`src/hdl/usart_pkg.sv`:
```
// constants shared by the serial transceiver: register map, field layout,
// reset values and frame encodings
// assumes a 32-bit AXI4-Lite master and a 50 MHz peripheral clock
package usart_pkg;
  // register byte addresses
  localparam logic [7:0] TX_LOW_OFS = 8'h00;
  localparam logic [7:0] TX_HIGH_OFS = 8'h04;
  localparam logic [7:0] RX_LOW_OFS = 8'h08;
  localparam logic [7:0] RX_HIGH_OFS = 8'h0c;
  localparam logic [7:0] STATUS_OFS = 8'h10;
  localparam logic [7:0] CTRL_OFS = 8'h14;
  localparam logic [7:0] FRAME_OFS = 8'h18;
  localparam logic [7:0] BAUD_OFS = 8'h1c;
  // status and high receive byte fields
  localparam int STAT_RXC = 7;
  localparam int STAT_TXC = 6;
  localparam int STAT_DRE = 5;
  localparam int RXH_RXC = 7;
  localparam int RXH_OVF = 6;
  localparam int RXH_FE = 2;
  localparam int RXH_PE = 1;
  // control fields
  localparam int CTRL_RXEN = 7;
  localparam int CTRL_TXEN = 6;
  localparam int CTRL_XCKHOST = 2;
  localparam int CTRL_DBL = 1;
  // frame configuration fields
  localparam int FRAME_SYNC = 6;
  localparam int FRAME_PAR_HI = 5;
  localparam int FRAME_PAR_LO = 4;
  localparam int FRAME_STOP2 = 3;
  localparam logic [2:0] CS_9L = 3'h6;
  localparam logic [2:0] CS_9H = 3'h7;
  localparam logic [1:0] PAR_EVEN = 2'h2;
  localparam logic [1:0] PAR_ODD = 2'h3;
  // reset values
  localparam logic [7:0] CTRL_RST = 8'h00;
  localparam logic [7:0] FRAME_RST = 8'h03;
  localparam logic [15:0] BAUD_RST = 16'h0040;
  // samples per bit, baud accumulator steps and axi4-lite response codes
  localparam logic [4:0] SPB_NORMAL = 5'h10;
  localparam logic [4:0] SPB_DOUBLE = 5'h08;
  localparam logic [4:0] SPB_SYNC = 5'h02;
  localparam logic [16:0] ACC_INC_ASYNC = 17'h00040;
  localparam logic [16:0] ACC_INC_SYNC = 17'h00001;
  localparam logic [1:0] RESP_OKAY = 2'h0;
  localparam logic [1:0] RESP_SLVERR = 2'h2;

  function automatic logic [3:0] char_bits(input logic [2:0] cs);
    case (cs)
      3'h0: char_bits = 4'h5;
      3'h1: char_bits = 4'h6;
      3'h2: char_bits = 4'h7;
      CS_9L, CS_9H: char_bits = 4'h9;
      default: char_bits = 4'h8;
    endcase
  endfunction
endpackage

```
`src/hdl/usart_frame_baud_txrx.sv`:
```
// serial transceiver core: fractional baud generator, transmit path with
// data register and buffer, double-buffered receiver with error flags
// assumes an AXI4-Lite master with one write and one read outstanding,
// and pins synchronous to clock_in
//
// Notes on behaviour
// - frame is low start, data bits, optional parity, then high stop bits.
// - five to nine data bits, none/even/odd parity, one or two stops.
// - next start may follow stop at once; otherwise line idles high.
// - bit clock is the internal baud generator or the transfer clock pin.
// - baud divisor is factor times 64; rate 64*fclk/(S*divisor).
// - synchronous rate uses only divisor bits 15:6; fraction written zero.
// - sixteen samples per bit normal, eight double speed, two synchronous.
// - written data goes to buffer when empty, then to the shifter.
// - transmit complete flag set when shifter done and nothing pending.
// - empty flag shows data register free; software writes only then.
// - unused upper bits of short characters are ignored on transmit.
// - transmitter disable waits until all pending data has been sent.
// - disabled transmitter releases the pin, which becomes an input.
// - receiver starts on valid start bit, ignores the second stop bit.
// - first stop bit pushes frame into buffer and sets receive complete.
// - two-entry buffer shows the oldest frame at the read registers.
// - advancing byte depends on nine-bit order; other byte read first.
// - frame, overflow and parity flags travel with their frame.
// - overflow marks the frame after which a new frame was lost.
// - parity error when computed parity disagrees with received bit.
// - receiver disable is immediate, flushing buffer and reception.
`timescale 1ns/1ps
`default_nettype none
module usart_frame_baud_txrx (
  // clock and reset
  input wire logic clock_in,
  input wire logic rst_n_in,
  // axi4-lite write
  input wire logic axi_awvalid_in,
  output logic axi_awready_out,
  input wire logic [7:0] axi_awaddr_in,
  input wire logic axi_wvalid_in,
  output logic axi_wready_out,
  input wire logic [31:0] axi_wdata_in,
  input wire logic [3:0] axi_wstrb_in,
  output logic axi_bvalid_out,
  input wire logic axi_bready_in,
  output logic [1:0] axi_bresp_out,
  // axi4-lite read
  input wire logic axi_arvalid_in,
  output logic axi_arready_out,
  input wire logic [7:0] axi_araddr_in,
  output logic axi_rvalid_out,
  input wire logic axi_rready_in,
  output logic [31:0] axi_rdata_out,
  output logic [1:0] axi_rresp_out,
  // serial pins
  input wire logic rxd_in,
  output logic txd_out,
  output logic txd_oe_n_out,
  input wire logic transfer_clock_pin_in,
  output logic transfer_clock_pin_out,
  output logic transfer_clock_pin_oe_n_out
);
  typedef struct packed {
    logic aw_held;
    logic [7:0] awaddr;
    logic w_held;
    logic [31:0] wdata;
    logic [3:0] wstrb;
    logic awready;
    logic wready;
    logic bvalid;
    logic [1:0] bresp;
    logic arready;
    logic rvalid;
    logic [1:0] rresp;
    logic [31:0] rdata;
    logic [7:0] ctrl;
    logic [7:0] cfg;
    logic [15:0] baud;
    logic [16:0] acc;
    logic clk_drv;
    logic clk_oe_n;
    logic clk_prev;
    logic tx_en;
    logic [8:0] dr;
    logic dr_full;
    logic [8:0] tb;
    logic tb_full;
    logic tx_busy;
    logic [3:0] tx_idx;
    logic [4:0] tx_cnt;
    logic [8:0] tx_sh;
    logic txd;
    logic txd_oe_n;
    logic tx_done;
    logic rx_busy;
    logic rx_first;
    logic [4:0] rx_cnt;
    logic [3:0] rx_idx;
    logic [8:0] rx_sh;
    logic rx_par;
    logic [1:0][8:0] rb_data;
    logic [1:0] rb_fe;
    logic [1:0] rb_pe;
    logic [1:0] rb_ov;
    logic [1:0] rb_cnt;
  } state_type;

  state_type s_r;
  state_type s_nxt;
  logic tick;
  logic clk_rise;
  logic clk_fall;
  logic sync_mode;
  logic par_en;
  logic par_odd;
  logic [3:0] nbits;
  logic [3:0] tx_last;
  logic [4:0] spb;
  logic [4:0] rx_target;
  logic [8:0] mask;
  logic [16:0] acc_sum;
  logic [16:0] div;
  logic tx_ev;
  logic tx_finish;
  logic rx_ev;
  logic push;
  logic pop;
  logic [7:0] radv;
  logic [2:0] cs;

  always_comb begin
    s_nxt = s_r;
    cs = s_r.cfg[2:0];
    nbits = usart_pkg::char_bits(cs);
    mask = 9'h1ff >> (4'h9 - nbits);
    sync_mode = s_r.cfg[usart_pkg::FRAME_SYNC];
    par_en = s_r.cfg[usart_pkg::FRAME_PAR_HI];
    par_odd = s_r.cfg[usart_pkg::FRAME_PAR_LO];
    tx_last = nbits + {3'h0, par_en}
      + (s_r.cfg[usart_pkg::FRAME_STOP2] ? 4'h2 : 4'h1);
    spb = sync_mode ? usart_pkg::SPB_SYNC :
      (s_r.ctrl[usart_pkg::CTRL_DBL] ? usart_pkg::SPB_DOUBLE :
      usart_pkg::SPB_NORMAL);
    rx_target = s_r.rx_first ? (spb >> 1) - 5'h01 : spb - 5'h01;
    radv = (cs == usart_pkg::CS_9L) ? usart_pkg::RX_HIGH_OFS :
      usart_pkg::RX_LOW_OFS;
    tx_finish = 1'b0;
    push = 1'b0;
    pop = 1'b0;

    // fractional baud generator: add 64 per clock (1 when synchronous), tick on wrap
    div = sync_mode ? {7'h00, s_r.baud[15:6]} : {1'b0, s_r.baud};
    acc_sum = s_r.acc + (sync_mode ? usart_pkg::ACC_INC_SYNC :
      usart_pkg::ACC_INC_ASYNC);
    tick = 1'b0;
    if (acc_sum >= div) begin
      tick = 1'b1;
      s_nxt.acc = acc_sum - div;
    end else begin
      s_nxt.acc = acc_sum;
    end

    // transfer clock: driven in synchronous host, sampled in client
    s_nxt.clk_prev = transfer_clock_pin_in;
    clk_rise = 1'b0;
    clk_fall = 1'b0;
    s_nxt.clk_oe_n = 1'b1;
    if (sync_mode && s_r.ctrl[usart_pkg::CTRL_XCKHOST]) begin
      s_nxt.clk_oe_n = 1'b0;
      if (tick) begin
        s_nxt.clk_drv = !s_r.clk_drv;
        clk_rise = !s_r.clk_drv;
        clk_fall = s_r.clk_drv;
      end
    end else if (sync_mode) begin
      clk_rise = transfer_clock_pin_in && !s_r.clk_prev;
      clk_fall = !transfer_clock_pin_in && s_r.clk_prev;
    end
    tx_ev = sync_mode ? clk_rise : (tick && s_r.tx_cnt == spb - 5'h01);
    rx_ev = sync_mode ? clk_fall :
      (tick && s_r.rx_busy && s_r.rx_cnt == rx_target);
    if (tick) begin
      s_nxt.tx_cnt = (s_r.tx_cnt == spb - 5'h01) ? 5'h00 :
        s_r.tx_cnt + 5'h01;
      s_nxt.rx_cnt = (s_r.rx_cnt == rx_target) ? 5'h00 :
        s_r.rx_cnt + 5'h01;
    end

    // axi4-lite read
    if (s_r.rvalid && axi_rready_in) begin
      s_nxt.rvalid = 1'b0;
    end
    if (axi_arvalid_in && s_r.arready) begin
      s_nxt.rvalid = 1'b1;
      s_nxt.rresp = usart_pkg::RESP_OKAY;
      s_nxt.rdata = 32'h0;
      if (axi_araddr_in == usart_pkg::RX_LOW_OFS) begin
        s_nxt.rdata[7:0] = s_r.rb_data[0][7:0];
      end else if (axi_araddr_in == usart_pkg::RX_HIGH_OFS) begin
        s_nxt.rdata[usart_pkg::RXH_RXC] = s_r.rb_cnt != 2'h0;
        s_nxt.rdata[usart_pkg::RXH_OVF] = s_r.rb_ov[0];
        s_nxt.rdata[usart_pkg::RXH_FE] = s_r.rb_fe[0];
        s_nxt.rdata[usart_pkg::RXH_PE] = s_r.rb_pe[0];
        s_nxt.rdata[0] = s_r.rb_data[0][8];
      end else if (axi_araddr_in == usart_pkg::STATUS_OFS) begin
        s_nxt.rdata[usart_pkg::STAT_RXC] = s_r.rb_cnt != 2'h0;
        s_nxt.rdata[usart_pkg::STAT_TXC] = s_r.tx_done;
        s_nxt.rdata[usart_pkg::STAT_DRE] = !s_r.dr_full;
      end else if (axi_araddr_in == usart_pkg::CTRL_OFS) begin
        s_nxt.rdata[7:0] = s_r.ctrl;
      end else if (axi_araddr_in == usart_pkg::FRAME_OFS) begin
        s_nxt.rdata[7:0] = s_r.cfg;
      end else if (axi_araddr_in == usart_pkg::BAUD_OFS) begin
        s_nxt.rdata[15:0] = s_r.baud;
      end else if (axi_araddr_in != usart_pkg::TX_LOW_OFS &&
          axi_araddr_in != usart_pkg::TX_HIGH_OFS) begin
        s_nxt.rresp = usart_pkg::RESP_SLVERR;
      end
      pop = axi_araddr_in == radv && s_r.rb_cnt != 2'h0;
    end
    s_nxt.arready = !s_nxt.rvalid;

    // axi4-lite write: address and data taken in either order
    if (s_r.bvalid && axi_bready_in) begin
      s_nxt.bvalid = 1'b0;
    end
    if (axi_awvalid_in && s_r.awready) begin
      s_nxt.aw_held = 1'b1;
      s_nxt.awaddr = axi_awaddr_in;
    end
    if (axi_wvalid_in && s_r.wready) begin
      s_nxt.w_held = 1'b1;
      s_nxt.wdata = axi_wdata_in;
      s_nxt.wstrb = axi_wstrb_in;
    end
    if (s_nxt.aw_held && s_nxt.w_held && !s_r.bvalid) begin
      s_nxt.aw_held = 1'b0;
      s_nxt.w_held = 1'b0;
      s_nxt.bvalid = 1'b1;
      s_nxt.bresp = usart_pkg::RESP_OKAY;
      if (s_nxt.awaddr == usart_pkg::TX_LOW_OFS) begin
        if (s_nxt.wstrb[0] && !s_r.dr_full) begin
          s_nxt.dr[7:0] = s_nxt.wdata[7:0];
          if (cs == usart_pkg::CS_9H) begin
            s_nxt.dr_full = 1'b1;
          end else if (cs != usart_pkg::CS_9L) begin
            s_nxt.dr[8] = 1'b0;
            s_nxt.dr_full = 1'b1;
          end
        end
      end else if (s_nxt.awaddr == usart_pkg::TX_HIGH_OFS) begin
        if (s_nxt.wstrb[0] && !s_r.dr_full) begin
          s_nxt.dr[8] = s_nxt.wdata[0];
          s_nxt.dr_full = cs == usart_pkg::CS_9L;
        end
      end else if (s_nxt.awaddr == usart_pkg::STATUS_OFS) begin
        if (s_nxt.wstrb[0] && s_nxt.wdata[usart_pkg::STAT_TXC]) begin
          s_nxt.tx_done = 1'b0;
        end
      end else if (s_nxt.awaddr == usart_pkg::CTRL_OFS) begin
        if (s_nxt.wstrb[0]) begin
          s_nxt.ctrl = s_nxt.wdata[7:0];
        end
      end else if (s_nxt.awaddr == usart_pkg::FRAME_OFS) begin
        if (s_nxt.wstrb[0]) begin
          s_nxt.cfg = s_nxt.wdata[7:0];
        end
      end else if (s_nxt.awaddr == usart_pkg::BAUD_OFS) begin
        if (s_nxt.wstrb[0]) begin
          s_nxt.baud[7:0] = s_nxt.wdata[7:0];
        end
        if (s_nxt.wstrb[1]) begin
          s_nxt.baud[15:8] = s_nxt.wdata[15:8];
        end
      end else if (s_nxt.awaddr != usart_pkg::RX_LOW_OFS &&
          s_nxt.awaddr != usart_pkg::RX_HIGH_OFS) begin
        s_nxt.bresp = usart_pkg::RESP_SLVERR;
      end
    end
    s_nxt.awready = !s_nxt.aw_held;
    s_nxt.wready = !s_nxt.w_held;

    // transmit shifter
    if (s_r.tx_busy && tx_ev) begin
      if (s_r.tx_idx == tx_last) begin
        s_nxt.tx_busy = 1'b0;
        tx_finish = 1'b1;
      end else begin
        s_nxt.tx_idx = s_r.tx_idx + 4'h1;
      end
    end
    if (tx_finish && !s_r.dr_full && !s_r.tb_full) begin
      s_nxt.tx_done = 1'b1;
    end
    if (!s_nxt.tx_busy && s_r.tb_full && s_r.tx_en &&
        (!sync_mode || clk_rise)) begin
      s_nxt.tx_sh = s_r.tb & mask;
      s_nxt.tb_full = 1'b0;
      s_nxt.tx_busy = 1'b1;
      s_nxt.tx_idx = 4'h0;
      s_nxt.tx_cnt = 5'h00;
    end
    if (s_r.dr_full && !s_nxt.tb_full) begin
      s_nxt.tb = s_r.dr;
      s_nxt.tb_full = 1'b1;
      s_nxt.dr_full = 1'b0;
    end
    if (!s_nxt.tx_busy) begin
      s_nxt.txd = 1'b1;
    end else if (s_nxt.tx_idx == 4'h0) begin
      s_nxt.txd = 1'b0;
    end else if (s_nxt.tx_idx <= nbits) begin
      s_nxt.txd = s_nxt.tx_sh[s_nxt.tx_idx - 4'h1];
    end else if (par_en && s_nxt.tx_idx == nbits + 4'h1) begin
      s_nxt.txd = (^s_nxt.tx_sh) ^ par_odd;
    end else begin
      s_nxt.txd = 1'b1;
    end
    if (s_nxt.ctrl[usart_pkg::CTRL_TXEN]) begin
      s_nxt.tx_en = 1'b1;
    end else if (!s_nxt.tx_busy && !s_nxt.tb_full && !s_nxt.dr_full) begin
      s_nxt.tx_en = 1'b0;
    end
    s_nxt.txd_oe_n = !s_nxt.tx_en;

    // receive buffer pop
    if (pop) begin
      s_nxt.rb_data[0] = s_r.rb_data[1];
      s_nxt.rb_fe[0] = s_r.rb_fe[1];
      s_nxt.rb_pe[0] = s_r.rb_pe[1];
      s_nxt.rb_ov[0] = s_r.rb_ov[1];
      s_nxt.rb_ov[1] = 1'b0;
      s_nxt.rb_cnt = s_r.rb_cnt - 2'h1;
    end

    // receiver
    if (!s_r.rx_busy && s_r.ctrl[usart_pkg::CTRL_RXEN] && !rxd_in &&
        (sync_mode ? clk_fall : tick)) begin
      s_nxt.rx_busy = 1'b1;
      s_nxt.rx_first = !sync_mode;
      s_nxt.rx_cnt = 5'h00;
      s_nxt.rx_idx = 4'h0;
      s_nxt.rx_sh = 9'h000;
    end else if (s_r.rx_busy && rx_ev) begin
      if (s_r.rx_first) begin
        s_nxt.rx_first = 1'b0;
        s_nxt.rx_busy = !rxd_in;
      end else if (s_r.rx_idx < nbits) begin
        s_nxt.rx_sh[s_r.rx_idx] = rxd_in;
        s_nxt.rx_idx = s_r.rx_idx + 4'h1;
      end else if (par_en && s_r.rx_idx == nbits) begin
        s_nxt.rx_par = rxd_in;
        s_nxt.rx_idx = s_r.rx_idx + 4'h1;
      end else begin
        push = 1'b1;
        s_nxt.rx_busy = 1'b0;
      end
    end
    if (push) begin
      if (s_nxt.rb_cnt == 2'h2) begin
        s_nxt.rb_ov[1] = 1'b1;
      end else begin
        s_nxt.rb_data[s_nxt.rb_cnt[0]] = s_r.rx_sh;
        s_nxt.rb_fe[s_nxt.rb_cnt[0]] = !rxd_in;
        s_nxt.rb_pe[s_nxt.rb_cnt[0]] = par_en &&
          ((^s_r.rx_sh ^ s_r.rx_par) != par_odd);
        s_nxt.rb_ov[s_nxt.rb_cnt[0]] = 1'b0;
        s_nxt.rb_cnt = s_nxt.rb_cnt + 2'h1;
      end
    end
    if (!s_nxt.ctrl[usart_pkg::CTRL_RXEN]) begin
      s_nxt.rx_busy = 1'b0;
      s_nxt.rb_cnt = 2'h0;
      s_nxt.rb_ov = 2'h0;
    end
  end

  always_ff @(posedge clock_in) begin
    if (!rst_n_in) begin
      s_r <= '0;
      s_r.ctrl <= usart_pkg::CTRL_RST;
      s_r.cfg <= usart_pkg::FRAME_RST;
      s_r.baud <= usart_pkg::BAUD_RST;
      s_r.txd <= 1'b1;
      s_r.txd_oe_n <= 1'b1;
      s_r.clk_oe_n <= 1'b1;
    end else begin
      s_r <= s_nxt;
    end
  end

  assign axi_awready_out = s_r.awready;
  assign axi_wready_out = s_r.wready;
  assign axi_bvalid_out = s_r.bvalid;
  assign axi_bresp_out = s_r.bresp;
  assign axi_arready_out = s_r.arready;
  assign axi_rvalid_out = s_r.rvalid;
  assign axi_rdata_out = s_r.rdata;
  assign axi_rresp_out = s_r.rresp;
  assign txd_out = s_r.txd;
  assign txd_oe_n_out = s_r.txd_oe_n;
  assign transfer_clock_pin_out = s_r.clk_drv;
  assign transfer_clock_pin_oe_n_out = s_r.clk_oe_n;

  property p_idle_high;
    @(posedge clock_in) disable iff (!rst_n_in)
      !s_r.tx_busy |-> txd_out;
  endproperty
  a_idle_high: assert property (p_idle_high)
    else $error("line not high while transmitter idle");

  property p_start_low;
    @(posedge clock_in) disable iff (!rst_n_in)
      $rose(s_r.tx_busy) |-> !txd_out;
  endproperty
  a_start_low: assert property (p_start_low)
    else $error("frame did not open with a low start bit");

  property p_pin_release;
    @(posedge clock_in) disable iff (!rst_n_in)
      !s_r.tx_en |-> txd_oe_n_out;
  endproperty
  a_pin_release: assert property (p_pin_release)
    else $error("disabled transmitter still drives the pin");

  property p_disable_wait;
    @(posedge clock_in) disable iff (!rst_n_in)
      s_r.tx_en && (s_r.tb_full || s_r.dr_full ||
      (s_r.tx_busy && !tx_finish)) |=> s_r.tx_en;
  endproperty
  a_disable_wait: assert property (p_disable_wait)
    else $error("transmitter disabled with data pending");

  property p_rx_flush;
    @(posedge clock_in) disable iff (!rst_n_in)
      !s_r.ctrl[usart_pkg::CTRL_RXEN] |=> s_r.rb_cnt == 2'h0 && !s_r.rx_busy;
  endproperty
  a_rx_flush: assert property (p_rx_flush)
    else $error("disabled receiver kept buffered data");

  property p_push;
    @(posedge clock_in) disable iff (!rst_n_in)
      push && !pop && s_r.rb_cnt != 2'h2 && s_r.ctrl[usart_pkg::CTRL_RXEN]
      |=> s_r.rb_cnt == $past(s_r.rb_cnt) + 2'h1;
  endproperty
  a_push: assert property (p_push)
    else $error("completed frame not stored in receive buffer");

  property p_overflow;
    @(posedge clock_in) disable iff (!rst_n_in)
      push && !pop && s_r.rb_cnt == 2'h2 && s_r.ctrl[usart_pkg::CTRL_RXEN]
      |=> s_r.rb_ov[1] && s_r.rb_cnt == 2'h2;
  endproperty
  a_overflow: assert property (p_overflow)
    else $error("lost frame not marked as overflow");

  property p_tx_done;
    @(posedge clock_in) disable iff (!rst_n_in)
      tx_finish && !s_r.dr_full && !s_r.tb_full |=> s_r.tx_done;
  endproperty
  a_tx_done: assert property (p_tx_done)
    else $error("transmit complete not flagged");

  property p_half_rate;
    @(posedge clock_in) disable iff (!rst_n_in)
      !sync_mode && s_r.baud == 16'h0080 && $stable(s_r.baud) && tick
      |=> !tick ##1 tick;
  endproperty
  a_half_rate: assert property (p_half_rate)
    else $error("divisor 128 does not tick every second clock");
endmodule
`default_nettype wire

```
`config.mk`:
```
export PLATFORM = sky130hd
export DESIGN_NAME = usart_frame_baud_txrx
export DESIGN_NICKNAME = d
export VERILOG_FILES = /design/src/hdl/usart_pkg.sv /design/src/hdl/usart_frame_baud_txrx.sv
export SDC_FILE = /design/constraint.sdc
export NUM_CORES = 1
export LEC_CHECK = 0
export ABC_AREA = 0
export BUFFER_PORTS_ARGS = -buffer_cell sky130_fd_sc_hd__buf_2
export CAP_MARGIN = 20
export CORE_MARGIN = 1
export CORE_UTILIZATION = 55
export CTS_BUF_LIST = sky130_fd_sc_hd__clkbuf_4 sky130_fd_sc_hd__clkbuf_8 sky130_fd_sc_hd__clkbuf_16
export CTS_CLUSTER_SIZE = 30
export DETAILED_ROUTE_END_ITERATION = 12
export PLACE_DENSITY = 0.74
export RECOVER_POWER = 100
export SLEW_MARGIN = 25
export SYNTH_ARGS = -nofsm -noshare
export SYNTH_HDL_FRONTEND = slang
export SYNTH_SLANG_ARGS = --single-unit
export TNS_END_PERCENT = 1
```
`constraint.sdc`:
```
create_clock -name clock_in -period 8.7 [get_ports clock_in]
set_input_delay 1.74 -clock clock_in [delete_from_list [all_inputs] [get_ports clock_in]]
set_output_delay 1.74 -clock clock_in [all_outputs]
set_load 0.1 [all_outputs]
```
== Word-level counts from Yosys, hierarchy flattened ==
Cells that the tools add are included.
Storage, ports and cells
  flip-flop bits (word level): 213
  bits in latches: 0
  memory bits (writable): 0
  memory bits (read-only): 0
  bits of input ports: 61
  logic and storage cells: 343
  memories: 0
Cells by class
  add/sub/neg operators: 15
  multipliers: 0
  divide/modulo/power cells: 0
  $lt $le $gt $ge: 8
  equal/unequal tests: 33
  shift-type cells: 1
  muxes and demuxes: 133
  bitwise gates (word level): 15
  reductions and logical operators: 87
Operator list (number)
  32-bit 2-to-1 mux: 4
  8-bit 2-to-1 mux: 14
  8-bit by 5-bit == test with 1-bit output (second input constant): 8
  16-bit 2-to-1 mux: 4
  1-bit 2-to-1 mux: 53
  5-bit 2-to-1 mux: 9
  37-bit 2-to-1 mux: 1
  1-bit logical AND: 36
  2-bit 2-to-1 mux: 18
  35-bit 2-to-1 mux: 1
  17-bit 2-to-1 mux: 2
  9-bit 2-to-1 mux: 3
  24-bit 2-to-1 mux: 1
  20-bit 2-to-1 mux: 1
  18-bit bitwise mux: 1
  1-bit zero test: 18
  3-bit 2-to-1 mux: 6
  9-bit parity: 2
  17-bit by 7-bit adder with 17-bit output: 1
  17-bit by 16-bit >= comparator with 1-bit output: 1
  17-bit by 16-bit subtractor with 17-bit output: 1
  8-bit by 4-bit == test with 1-bit output (second input constant): 2
  8-bit by 4-bit != test with 1-bit output (second input constant): 2
  4-bit case mux with 4 select lines: 1
  other kinds (59): 102

== Longest topological paths before layout ==
Gate-level depths: netlist (run 1).
  depth in word-level cells: 23
  depth in mapped cells: 29
  gate-level depth less buffers: 25

== Worst setup path after synthesis (run 1) ==
Ideal clock, no wire load.
  path type: reg2reg
  start point: reg s_r[132] (netlist bit)
  end point: reg s_r, in the netlist txd_out
  arrival time: 5.893 ns
  path slack: 2.678 ns
  cell stages (with the launch flop): 28
  clock period less this slack: 6.022 ns
  cell sequence: dfxtp_1 > clkbuf_1 > inv_1 > clkbuf_1 > ha_1 > a31oi_1 > nor2_1 > xor2_1 > ha_1 > a211oi_1 > nor3b_1 > o311a_1 > a221oi_1 > a21o_1 > a21oi_1 > clkbuf_1 > a21oi_1 > inv_1 > ha_1 > clkbuf_1 > nand2_1 > o211ai_1 > mux2i_1 > o211ai_1 > mux4_2 > a211oi_1 > a2111oi_0 > o21ai_0
RTL lines
  start: declaration: line usart_frame_baud_txrx.sv:107  | state_type s_r;
  start signal: assignment: line usart_frame_baud_txrx.sv:387  | s_r <= s_nxt;

== Final worst setup path (run 1) ==
  start point: reg s_r[132] (netlist bit)
  end point: reg s_r, in the netlist txd_out
Between the ends
  word-level cells in the longest chain between the ends: 19
  elaborated cells on any way between the ends: 36
RTL lines
  7-bit 2-to-1 mux: line usart_frame_baud_txrx.sv:152  | acc_sum = s_r.acc + (sync_mode ? usart_pkg::ACC_INC_SYNC :
  17-bit by 7-bit adder with 17-bit output: line usart_frame_baud_txrx.sv:152
  17-bit by 16-bit >= comparator with 1-bit output: line usart_frame_baud_txrx.sv:155  | if (acc_sum >= div) begin
  1-bit 2-to-1 mux: line usart_frame_baud_txrx.sv:155
  1-bit 2-to-1 mux: line usart_frame_baud_txrx.sv:169  | if (tick) begin
  1-bit 2-to-1 mux: line usart_frame_baud_txrx.sv:167  | if (sync_mode && s_r.ctrl[usart_pkg::CTRL_XCKHOST]) begin
  1-bit 2-to-1 mux: line usart_frame_baud_txrx.sv:178  | tx_ev = sync_mode ? clk_rise : (tick && s_r.tx_cnt == spb - 5'h01);
  1-bit logical AND: line usart_frame_baud_txrx.sv:283  | if (s_r.tx_busy && tx_ev) begin
  5-bit 2-to-1 mux: line usart_frame_baud_txrx.sv:283
  1-bit zero test: line usart_frame_baud_txrx.sv:294  | if (!s_nxt.tx_busy && s_r.tb_full && s_r.tx_en &&
  1-bit logical AND (3 in a row): line usart_frame_baud_txrx.sv:294
  20-bit 2-to-1 mux *: line usart_frame_baud_txrx.sv:294
  4-bit by 1-bit subtractor with 4-bit output, or another cell as far along: line usart_frame_baud_txrx.sv:312  | s_nxt.txd = s_nxt.tx_sh[s_nxt.tx_idx - 4'h1];
  1-bit binary-select mux with 4-bit select, or another cell as far along: line usart_frame_baud_txrx.sv:312
  1-bit 2-to-1 mux, on equally long branches: line usart_frame_baud_txrx.sv:312, usart_frame_baud_txrx.sv:313
  1-bit 2-to-1 mux: line usart_frame_baud_txrx.sv:311  | end else if (s_nxt.tx_idx <= nbits) begin
  1-bit 2-to-1 mux: line usart_frame_baud_txrx.sv:309  | end else if (s_nxt.tx_idx == 4'h0) begin
Mark *: on every way between the ends. The rest lies on a longest branch, timed or not. The select of a mux whose other input is x is not followed.
A chain may end at the register's enable or synchronous reset.

==> impl_results.md, run 1 <==
- Pins Over Slew Limit: 156
- Switching Fraction: 0.372
- Switching pwr: 0.988 mW
- Chip height: 141 um
- Final WS setup: 0.998 ns
- Residual DRC: 0
- Design Area, Final: 0.0114 sq mm
- Die ar.: 0.0198 sq mm
- Longest Clk Path Bufs: 2
- Maxcap violations: 2
- Average wire per standard cell: 16.6 um
- P per Cell Area: 232 mW/mm^2
- Combinational share of power: 0.327
- Number of I/O pins: 106
- Synthesis Warnings: 0
- Fillers: 1,667
- Initial antenna violation count: 0
- GRT overflow: 0
- HP Class: reg -> reg
- Area Growth Syn to Fin: 7.90%
- Cells after synthesis: 1,256
- Max Freq: 130 MHz
- Max IR drop VDD: 0.000145 V
- Buffers added on ports: 69
- Seq pwr share: 0.366
- Synth cell count leaders: dfxtp_1, nor2_1, nand2_1
- Critical Path Fanout Max: 16
- Via count: 8,882
- Number of global-route vias before repair: 8,188
- Root buffer cell: clkbuf_16
- Setup crit start kind: flop
- CTS Hold Bufs: 0
- Pwr Total: 2.66 mW
- Synth area leaders: dfxtp_1, mux2i_1, nor2_1
- Post-DP HPWL: 18,200 um
- GP Congestion: 0.958
- Area leader, netlist: dfxtp_1
- Largest net degree at the start of global routing: 90
- Placement Rows: 50
- Final Setup Violations: 0
- Clock Power Share: 0.307
- Synth top area share: 0.365
- Sequential share of the synthesized area: 0.365
- # resized after CTS: 0
- Synth unique cells: 72
- DRT Wirelength: 25,300 um
- Mean Syn Cell Area: 8.43 sq um
- Die W: 141 um
- Seq cells post-synth: 193
- Via/cell ratio: 5.83
- Max H-tree Level: 4
- Layout Utilization: 0.609
- Synthesized area: 0.0106 sq mm
- Endpoints failing hold: 0
- Setup TNS Final: 0 ns
- Postcts setup bufs: 0
- Static leakage: 4.38 nW
- Synth Flop Type: dfxtp_1
- Post-synthesis async set-or-reset flop share: 0
- N_diodes: 0
- Cts bufs inserted: 17
- Iteration-0 DRC Markers: 643
- TritonCTS clock tree: yes
- Cell Int Power: 1.67 mW
- DRT antenna net count: 0
- Final worst-path cycle share: 0.885
- Nets: 1,386
- CTS Sinks: 193
- Layout cells sized above 1: 0.0884
- Worst Path Arrival: 8.01 ns
- Post-DP Area: 0.0109 sq mm
- Worst EP required: 9.00 ns
- Post-synth EDFFs: 0
- Initial Util: 0.564
- Clock transition at path regs: 0.08 ns
- First-pass GRT wire length: 41,500 um
- Min Clock Period, post-route: 7.70 ns
- Status: finished, violations left
- Worst-skew pair later-pin latency: 0.44 ns
- Worst slew pin tran: 3.13 ns
- WS Path Type: reg -> reg
- Slew HR: -1.10
- Tot GR Track Use: 0.263
- Pre-antenna DRT Iters: 4
- Worst setup EP type: flop
- Dpl ws: 1.16 ns
- Unrepaired setup endpoints after global routing: false
- Count leader, synth: dfxtp_1
- Failing checks: capacitance limit, slew limit
- Core outline area: 0.0188 sq mm
- Clock Skew: 0.00984 ns
layer usage:
| layer | routed length (um) | share of wire | track usage |
|---|---|---|---|
| met1 | 11900 | 0.47 | 0.358 |
| met2 | 11300 | 0.45 | 0.419 |
| met3 | 1580 | 0.063 | 0.0510 |
| met4 | 489 | 0.019 | 0.0812 |
| met5 | 0 | 0 | 0 |
flip-flops by register name (all words and copies together) (netlist names):
| name | flops |
|---|---|
| axi_arready_out | 1 |
| cs | 3 |
| axi_awready_out | 1 |
| axi_bvalid_out | 1 |
| txd_out | 1 |
| transfer_clock_pin_out | 1 |
| transfer_clock_pin_oe_n_out | 1 |
| axi_rdata_out | 16 |
| par_en | 1 |
| s_r | 161 |
| axi_bresp_out | 1 |
| txd_oe_n_out | 1 |
| axi_rvalid_out | 1 |
| par_odd | 1 |
| axi_rresp_out | 1 |
| axi_wready_out | 1 |
worst max-delay path: stages, from the launching register on:
cell,delay (ns)
dfxtp_1,0.86
inv_1,0.43
ha_1,0.45
a41oi_1,0.22
nor2_1,0.31
nand4_1,0.16
xnor2_1,0.16
ha_1,0.39
nand4_1,0.18
nor3b_1,0.42
a41oi_1,0.21
and3_1,0.28
a21o_1,0.26
a21oi_1,0.81
a21oi_1,0.25
inv_1,0.19
ha_1,0.41
nand2_1,0.17
o211ai_1,0.20
mux2i_1,0.11
o211ai_1,0.25
mux4_2,0.27
a211oi_1,0.04
a2111oi_0,0.39
o21ai_0,0.12
area by class of cell:
type,count,area [sq um],area share
Sequential cell,193,3860,0.338
Tap cell,234,293,0.0256
Inverter,37,140,0.0123
Clock inverter,14,186,0.0163
Multi-Input combinational cell,949,6140,0.537
Timing Repair Buffer,79,374,0.0327
Clock buffer,18,433,0.0379
through the flow:
stage               hold slack, ns  std cells
global placement             0.437       1492
CTS                          0.458       1524
global route                 0.473       1524
finish                       0.455       1524
floorplan                    0.432       1273
detailed placement           0.448       1492
power by group through the flow:
stage	clock [mW]	combinational, mW	sequential (mW)
after floorplan	0	0.679	0.996
after global placement	0	0.847	0.989
after detailed placement	0	0.859	0.990
after CTS	0.827	0.864	0.970
after global routing	0.867	0.955	0.977
final	0.816	0.868	0.971
logic make-up (layout without fill, tap and decap cells):
group | Yosys count | in the layout | share of synthesized area
muxes | 84 | 84 | 0.0849
DFF | 193 | 193 | 0.365
and+or+nand+nor | 463 | 463 | 0.200
adders and majority gates | 48 | 48 | 0.0588
AOI/OAI and AO/OA | 266 | 266 | 0.172
buffers and inverters | 131 | 148 | 0.0618
other | 1 | 18 | 0.000354
xor gates and xnor gates | 70 | 70 | 0.0579
placed cells by master, fill, tap and decap left out, types with 7 or more instances in the layout:
cell type	instances
a211oi_1	53
a211oi_2	9
a21o_1	11
a21oi_1	80
a22oi_1	14
and2_1	7
and3_1	7
buf_2	41
buf_4	7
clkbuf_1	31
clkbuf_16	17
conb_1	18
dfxtp_1	193
ha_1	45
inv_1	36
mux2_2	7
mux2i_1	73
nand2_1	122
nand2b_1	11
nand3_1	29
nand4_1	9
nor2_1	188
nor2b_1	13
nor3_1	25
o211ai_1	12
o21ai_0	29
or3_1	9
xnor2_1	48
xor2_1	22
final timing paths:
path / start / to / slack, ns / cells past startpoint
max: s_r[132]$_SDFFE_PN0P_ / txd_out$_SDFF_PN1_ / 1.0 / 24
min: s_r[225]$_SDFF_PN0_ / s_r[225]$_SDFF_PN0_ / 0.46 / 2
max reg2reg: s_r[132]$_SDFFE_PN0P_ / txd_out$_SDFF_PN1_ / 1.0 / 24
min reg2reg: s_r[225]$_SDFF_PN0_ / s_r[225]$_SDFF_PN0_ / 0.46 / 2
Power figures use the tool's default switching activity.
==> inputs of run 2 (changes only) <==
clock period = 7.2 ns   (was 8.7 ns; I/O delays follow)
==> impl_results.md, run 2 (synthesized netlist as in run 1, its figures left out) <==
- Dpl ws: 0.639 ns (was 1.16 ns)
- Die W: 141 um (unchanged)
- DRT Wirelength: 25,200 um (was 25,300 um)
- Seq pwr share: 0.372 (was 0.366)
- Worst slew pin tran: 3.37 ns (was 3.13 ns)
- Postcts setup bufs: 0 (unchanged)
- Clock transition at path regs: 0.08 ns (about the same)
- Chip height: 141 um (unchanged)
- Average wire per standard cell: 16.5 um (was 16.6 um)
- Most frequent cells in the layout: dfxtp_1, nor2_1, nand2_1, a21oi_1, mux2i_1 (unchanged)
- Cell Int Power: 1.97 mW (was 1.67 mW)
- Final WS setup: 0.672 ns (was 0.998 ns)
- Residual DRC: 0 (unchanged)
- Switching pwr: 1.19 mW (was 0.988 mW)
- CTS Sinks: 193 (unchanged)
- Iteration-0 DRC Markers: 647 (was 643)
- Failing checks: capacitance limit, slew limit (unchanged)
- Status: finished, violations left (unchanged)
- Tot GR Track Use: 0.263 (about the same)
- Worst Path Arrival: 6.81 ns (was 8.01 ns)
- Critical Path Fanout Max: 15 (was 16)
- Cts bufs inserted: 17 (unchanged)
- Root buffer cell: clkbuf_16 (unchanged)
- N_diodes: 0 (unchanged)
- Number of flip-flops in the largest register: 161 (unchanged)
- Fillers: 1,683 (was 1,667)
- Worst-skew pair later-pin latency: 0.44 ns (about the same)
- Max H-tree Level: 4 (unchanged)
- Static leakage: 4.37 nW (was 4.38 nW)
- Setup TNS Final: 0 ns (unchanged)
- Final Setup Violations: 0 (unchanged)
- Initial Util: 0.564 (unchanged)
- Worst setup EP type: flop (unchanged)
- Max IR drop VDD: 0.000235 V (was 0.000145 V)
- Switching Fraction: 0.376 (was 0.372)
- Layout cells sized above 1: 0.0897 (was 0.0884)
- Placement Rows: 50 (unchanged)
- Commonest non-fill, non-tap cell in the layout: dfxtp_1 (unchanged)
- Reg with most FFs: s_r (unchanged)
- WS Path Type: reg -> reg (unchanged)
- Combinational share of power: 0.333 (was 0.327)
- Number of global-route vias before repair: 8,189 (was 8,188)
- Pwr Total: 3.16 mW (was 2.66 mW)
- Maxcap violations: 1 (was 2)
- Via count: 8,931 (was 8,882)
- HP Class: reg -> reg (unchanged)
- Clock Power Share: 0.295 (was 0.307)
- Slew HR: -1.26 (was -1.10)
- Final worst-path cycle share: 0.907 (was 0.885)
- Pre-antenna DRT Iters: 5 (was 4)
- Clock Skew: 0.0127 ns (was 0.00984 ns)
- Buffers added on ports: 69 (unchanged)
- Pins Over Slew Limit: 93 (was 156)
- Die ar.: 0.0198 sq mm (unchanged)
- Unrepaired setup endpoints after global routing: false (unchanged)
- Number of I/O pins: 106 (unchanged)
- FF-to-FF setup slack: 0.67 ns (was 1.0 ns)
- First-pass GRT wire length: 41,600 um (was 41,500 um)
- GP Congestion: 0.911 (was 0.958)
- Largest net degree at the start of global routing: 93 (was 90)
- Via/cell ratio: 5.85 (was 5.83)
- # resized after CTS: 0 (unchanged)
- Nets: 1,389 (was 1,386)
- Endpoints failing hold: 0 (unchanged)
- CTS Hold Bufs: 0 (unchanged)
- Core outline area: 0.0188 sq mm (unchanged)
- DRT antenna net count: 0 (unchanged)
- Setup crit start kind: flop (unchanged)
- Initial antenna violation count: 0 (unchanged)
- GRT overflow: 0 (unchanged)
- Worst EP required: 7.49 ns (was 9.00 ns)
- Max Freq: 153 MHz (was 130 MHz)
- TritonCTS clock tree: yes (unchanged)
- Longest Clk Path Bufs: 2 (unchanged)
- P per Cell Area: 277 mW/mm^2 (was 232 mW/mm^2)
- Area Growth Syn to Fin: 7.64% (was 7.90%)
- Min Clock Period, post-route: 6.53 ns (was 7.70 ns)
- Post-DP HPWL: 18,300 um (was 18,200 um)
[run 2: cell count changes in the layout (fill, tap and decap cells not counted), moves of 2 or more]
| cell | previous run | this run |
|---|---|---|
| clkinvlp_4 | 0 | 3 |
| buf_4 | 7 | 9 |
| inv_6 | 4 | 2 |
| clkinv_4 | 0 | 3 |
| clkinv_8 | 4 | 2 |
[run 2: through the flow]
step,hold slack (ns),std cells,instance area (sq um),util
finish,0.456,1527,11400,0.607
CTS,0.460,1527,11500,0.611
floorplan,0.432,1273,10700,-
global route,0.483,1527,11400,0.607
detailed placement,0.449,1495,10900,0.580
global placement,0.437,1495,10900,0.580
[run 2: power groups by stage]
| stage | sequential, mW | clock [mW] | combinational (mW) |
|---|---|---|---|
| after CTS | 1.17 | 0.938 | 1.04 |
| final | 1.17 | 0.932 | 1.05 |
| after floorplan | 1.20 | 0 | 0.821 |
| after detailed placement | 1.20 | 0 | 1.04 |
| after global routing | 1.18 | 0.989 | 1.16 |
| after global placement | 1.20 | 0 | 1.03 |
[run 2: final timing paths]
| check | start | end | cells past startpoint |
|---|---|---|---|
| setup reg to reg | s_r[132]$_SDFFE_PN0P_ | txd_out$_SDFF_PN1_ | 26 |
| hold reg to reg | s_r[225]$_SDFF_PN0_ | s_r[225]$_SDFF_PN0_ | 2 |
| hold / removal | s_r[225]$_SDFF_PN0_ | s_r[225]$_SDFF_PN0_ | 2 |
| setup / recovery | s_r[132]$_SDFFE_PN0P_ | txd_out$_SDFF_PN1_ | 26 |
[run 2: cell type report]
cell class	instances	area, sq um	area share
Timing Repair Buffer	82	394	0.0346
Multi-Input combinational cell	949	6130	0.538
Tap cell	234	293	0.0257
Sequential cell	193	3860	0.339
Inverter	37	140	0.0123
Clock inverter	14	144	0.0126
Clock buffer	18	433	0.0380
[run 2: routing by layer]
| layer | up-vias | share of wire | global-route usage |
|---|---|---|---|
| met3 | 27 | 0.065 | 0.0584 |
| met1 | 4191 | 0.47 | 0.361 |
| met2 | 266 | 0.45 | 0.418 |
| met4 | 0 | 0.014 | 0.0692 |
| li1 | 4447 | - | - |
| met5 | - | 0 | 0 |
[run 2: critical path, stage by stage, from the launching register on]
cell and delay [ns]:
dfxtp_1 0.33, buf_4 0.20, ha_1 0.21, ha_1 0.21
and4_1 0.22, a31oi_1 0.16, nor2_1 0.31, nand3_1 0.14
xnor2_1 0.16, ha_1 0.38, nand4_1 0.16, nor3b_1 0.42
a41oi_1 0.20, and3_1 0.28, a21boi_0 0.28, o311ai_0 0.23
a21oi_2 0.32, inv_1 0.13, ha_1 0.54, nand2_1 0.16
o211ai_1 0.20, mux2i_1 0.09, o211ai_1 0.23, mux4_2 0.27
a211oi_1 0.04, a2111oi_0 0.36, o21ai_0 0.12
==> inputs of run 3 (changes only) <==
--- a/config.mk
+++ b/config.mk
@@ -12,4 +12,5 @@
 export CORE_UTILIZATION = 55
 export CTS_BUF_LIST = sky130_fd_sc_hd__clkbuf_4 sky130_fd_sc_hd__clkbuf_8 sky130_fd_sc_hd__clkbuf_16
+export CTS_CLUSTER_DIAMETER = 30
 export CTS_CLUSTER_SIZE = 30
 export DETAILED_ROUTE_END_ITERATION = 12
==> constraint.sdc (replaced) <==
create_clock -name clock_in -period 7.2 [get_ports clock_in]
set_input_delay 0 -clock clock_in [delete_from_list [all_inputs] [get_ports clock_in]]
set_output_delay 0 -clock clock_in [all_outputs]
set_load 0.1 [all_outputs]
==> impl_results.md, run 3 (synthesized netlist as in run 1, its figures left out) <==
- Status: finished, violations left (unchanged)
- Failing checks: capacitance limit, slew limit (unchanged)
- Max Freq: 152 MHz (was 153 MHz)
- Longest Clk Path Bufs: 2 (unchanged)
- Clock Skew: 0.0142 ns (was 0.0127 ns)
- Post-DP HPWL: 18,300 um (about the same)
- Most frequent cells in the layout: dfxtp_1, nor2_1, nand2_1, a21oi_1, mux2i_1 (unchanged)
- CTS Sinks: 193 (unchanged)
- Static leakage: 4.51 nW (was 4.37 nW)
- Number of I/O pins: 106 (unchanged)
- Final worst-path cycle share: 0.913 (was 0.907)
- P per Cell Area: 275 mW/mm^2 (was 277 mW/mm^2)
- Initial Util: 0.564 (unchanged)
- Endpoints failing hold: 0 (unchanged)
- Die W: 141 um (unchanged)
- Tot GR Track Use: 0.268 (was 0.263)
- Average wire per standard cell: 16.7 um (was 16.5 um)
- Worst slew pin tran: 2.48 ns (was 3.37 ns)
- N_diodes: 0 (unchanged)
- Final Setup Violations: 0 (unchanged)
- Reg with most FFs: s_r (unchanged)
- Die ar.: 0.0198 sq mm (unchanged)
- Clock transition at path regs: 0.08 ns (about the same)
- Setup crit start kind: flop (unchanged)
- Slew HR: -0.662 (was -1.26)
- HP Class: in -> reg (was reg -> reg)
- First-pass GRT wire length: 42,300 um (was 41,600 um)
- Pre-antenna DRT Iters: 5 (unchanged)
- Design Area, Final: 0.0117 sq mm (was 0.0114 sq mm)
- Placement Rows: 50 (unchanged)
- Largest net degree at the start of global routing: 83 (was 93)
- Chip height: 141 um (unchanged)
- Layout cells sized above 1: 0.0863 (was 0.0897)
- Commonest non-fill, non-tap cell in the layout: dfxtp_1 (unchanged)
- Worst slack on hold paths: 0.0163 ns (was 0.456 ns)
- Number of flip-flops in the largest register: 161 (unchanged)
- DRT Wirelength: 26,000 um (was 25,200 um)
- Max H-tree Level: 4 (unchanged)
- Worst setup EP type: flop (unchanged)
- GRT overflow: 0 (unchanged)
- Fillers: 1,601 (was 1,683)
- Worst EP required: 7.49 ns (about the same)
- Worst-skew pair later-pin latency: 0.45 ns (was 0.44 ns)
- Core outline area: 0.0188 sq mm (unchanged)
- # resized after CTS: 0 (unchanged)
- Iteration-0 DRC Markers: 696 (was 647)
- Max IR drop VDD: 0.000187 V (was 0.000235 V)
- Dpl cells: 1,494 (was 1,495)
- Worst Path Arrival: 6.86 ns (was 6.81 ns)
- GP Congestion: 0.930 (was 0.911)
- Area Growth Syn to Fin: 10.7% (was 7.64%)
- Root buffer cell: clkbuf_16 (unchanged)
- Critical Path Fanout Max: 12 (was 15)
- Buffers added on ports: 69 (unchanged)
- WS Path Type: reg -> reg (unchanged)
- Pins Over Slew Limit: 156 (was 93)
- Initial antenna violation count: 0 (unchanged)
- Via count: 9,071 (was 8,931)
- Non-filler cells, final: 1,555 (was 1,527)
- Number of global-route vias before repair: 8,127 (was 8,189)
- TritonCTS clock tree: yes (unchanged)
- Via/cell ratio: 5.83 (was 5.85)
- Maxcap violations: 2 (was 1)
- Min Clock Period, post-route: 6.57 ns (was 6.53 ns)
- Nets: 1,417 (was 1,389)
- Cts bufs inserted: 17 (unchanged)
- Setup TNS Final: 0 ns (unchanged)
- Unrepaired setup endpoints after global routing: false (unchanged)
- Residual DRC: 0 (unchanged)
- Post-DP Area: 0.0109 sq mm (about the same)
- DRT antenna net count: 0 (unchanged)
- Postcts setup bufs: 0 (unchanged)
[run 3: changes by cell type in the layout (fill, tap and decap cells not counted), sizes merged]
cell	change
dlygate4sd3	+29
buf	-3
clkinvlp	-3
inv	+3
clkbuf	+1
clkinv	+1
[run 3: report_power, final]
part,total (mW),internal [mW],switching (mW)
clock network,0.986,0.481,0.505
registers,1.18,1.13,0.0483
logic,1.06,0.375,0.688
total,3.22,1.98,1.24
[run 3: metal layers]
| metal | GRT usage | up-vias | share of wire |
|---|---|---|---|
| met5 | 0 | - | 0 |
| met4 | 0.0767 | 0 | 0.014 |
| met3 | 0.0516 | 26 | 0.063 |
| met2 | 0.425 | 304 | 0.46 |
| met1 | 0.372 | 4238 | 0.46 |
| li1 | - | 4503 | - |
[run 3: cell type report]
type | count | area (sq um) | share of cell area
multi-input combinational | 949 | 6130 | 0.523
sequential | 193 | 3860 | 0.330
timing repair buffer | 110 | 673 | 0.0574
clock buffer | 17 | 425 | 0.0363
tap | 234 | 293 | 0.0250
clock inverter | 15 | 195 | 0.0167
inverter | 37 | 140 | 0.0120
[run 3: final timing paths]
| path | slack, ns | start | depth (start not counted) | endpoint |
|---|---|---|---|---|
| worst max-delay path | 0.63 | s_r[132]$_SDFFE_PN0P_ | 25 | txd_out$_SDFF_PN1_ |
| worst min-delay path | 0.02 | axi_wdata_in[1] | 3 | s_r[188]$_SDFF_PN0_ |
| worst max register to register | 0.63 | s_r[132]$_SDFFE_PN0P_ | 25 | txd_out$_SDFF_PN1_ |
| worst min register to register | 0.46 | s_r[225]$_SDFF_PN0_ | 2 | s_r[225]$_SDFF_PN0_ |
[run 3: worst max-delay path, stage by stage (launching register included)]
cell       delay [ns]
dfxtp_1          0.38
ha_1             0.21
ha_1             0.21
and4_1           0.23
a31oi_1          0.16
nor2_1           0.33
nand3_1          0.14
xnor2_1          0.17
ha_1             0.37
nand4_1          0.16
nor3b_1          0.43
a41oi_1          0.20
and3_1           0.27
a21boi_0         0.30
o311ai_0         0.21
a21oi_1          0.41
inv_1            0.16
ha_1             0.50
nand3b_1         0.26
a211oi_1         0.20
a211oi_1         0.08
o211ai_1         0.23
mux4_2           0.27
a211oi_1         0.04
a2111oi_0        0.38
o21ai_0          0.13
[run 3: stage by stage]
stage / utilization / total power [mW] / worst slack [ns]
after CTS: 0.629 / 3.24 / 0.704
after detailed placement: 0.580 / 2.24 / 0.753
after floorplan: - / 2.02 / 1.18
final: 0.625 / 3.22 / 0.628
after global placement: 0.580 / 2.22 / 0.942
after global routing: 0.625 / 3.39 / 0.0736
[run 3: timing repair]
item,4_1_cts,5_1_grt
endpoints found under the setup margin,0,0
hold buffers,29,0
hold endpoints to repair,48,0
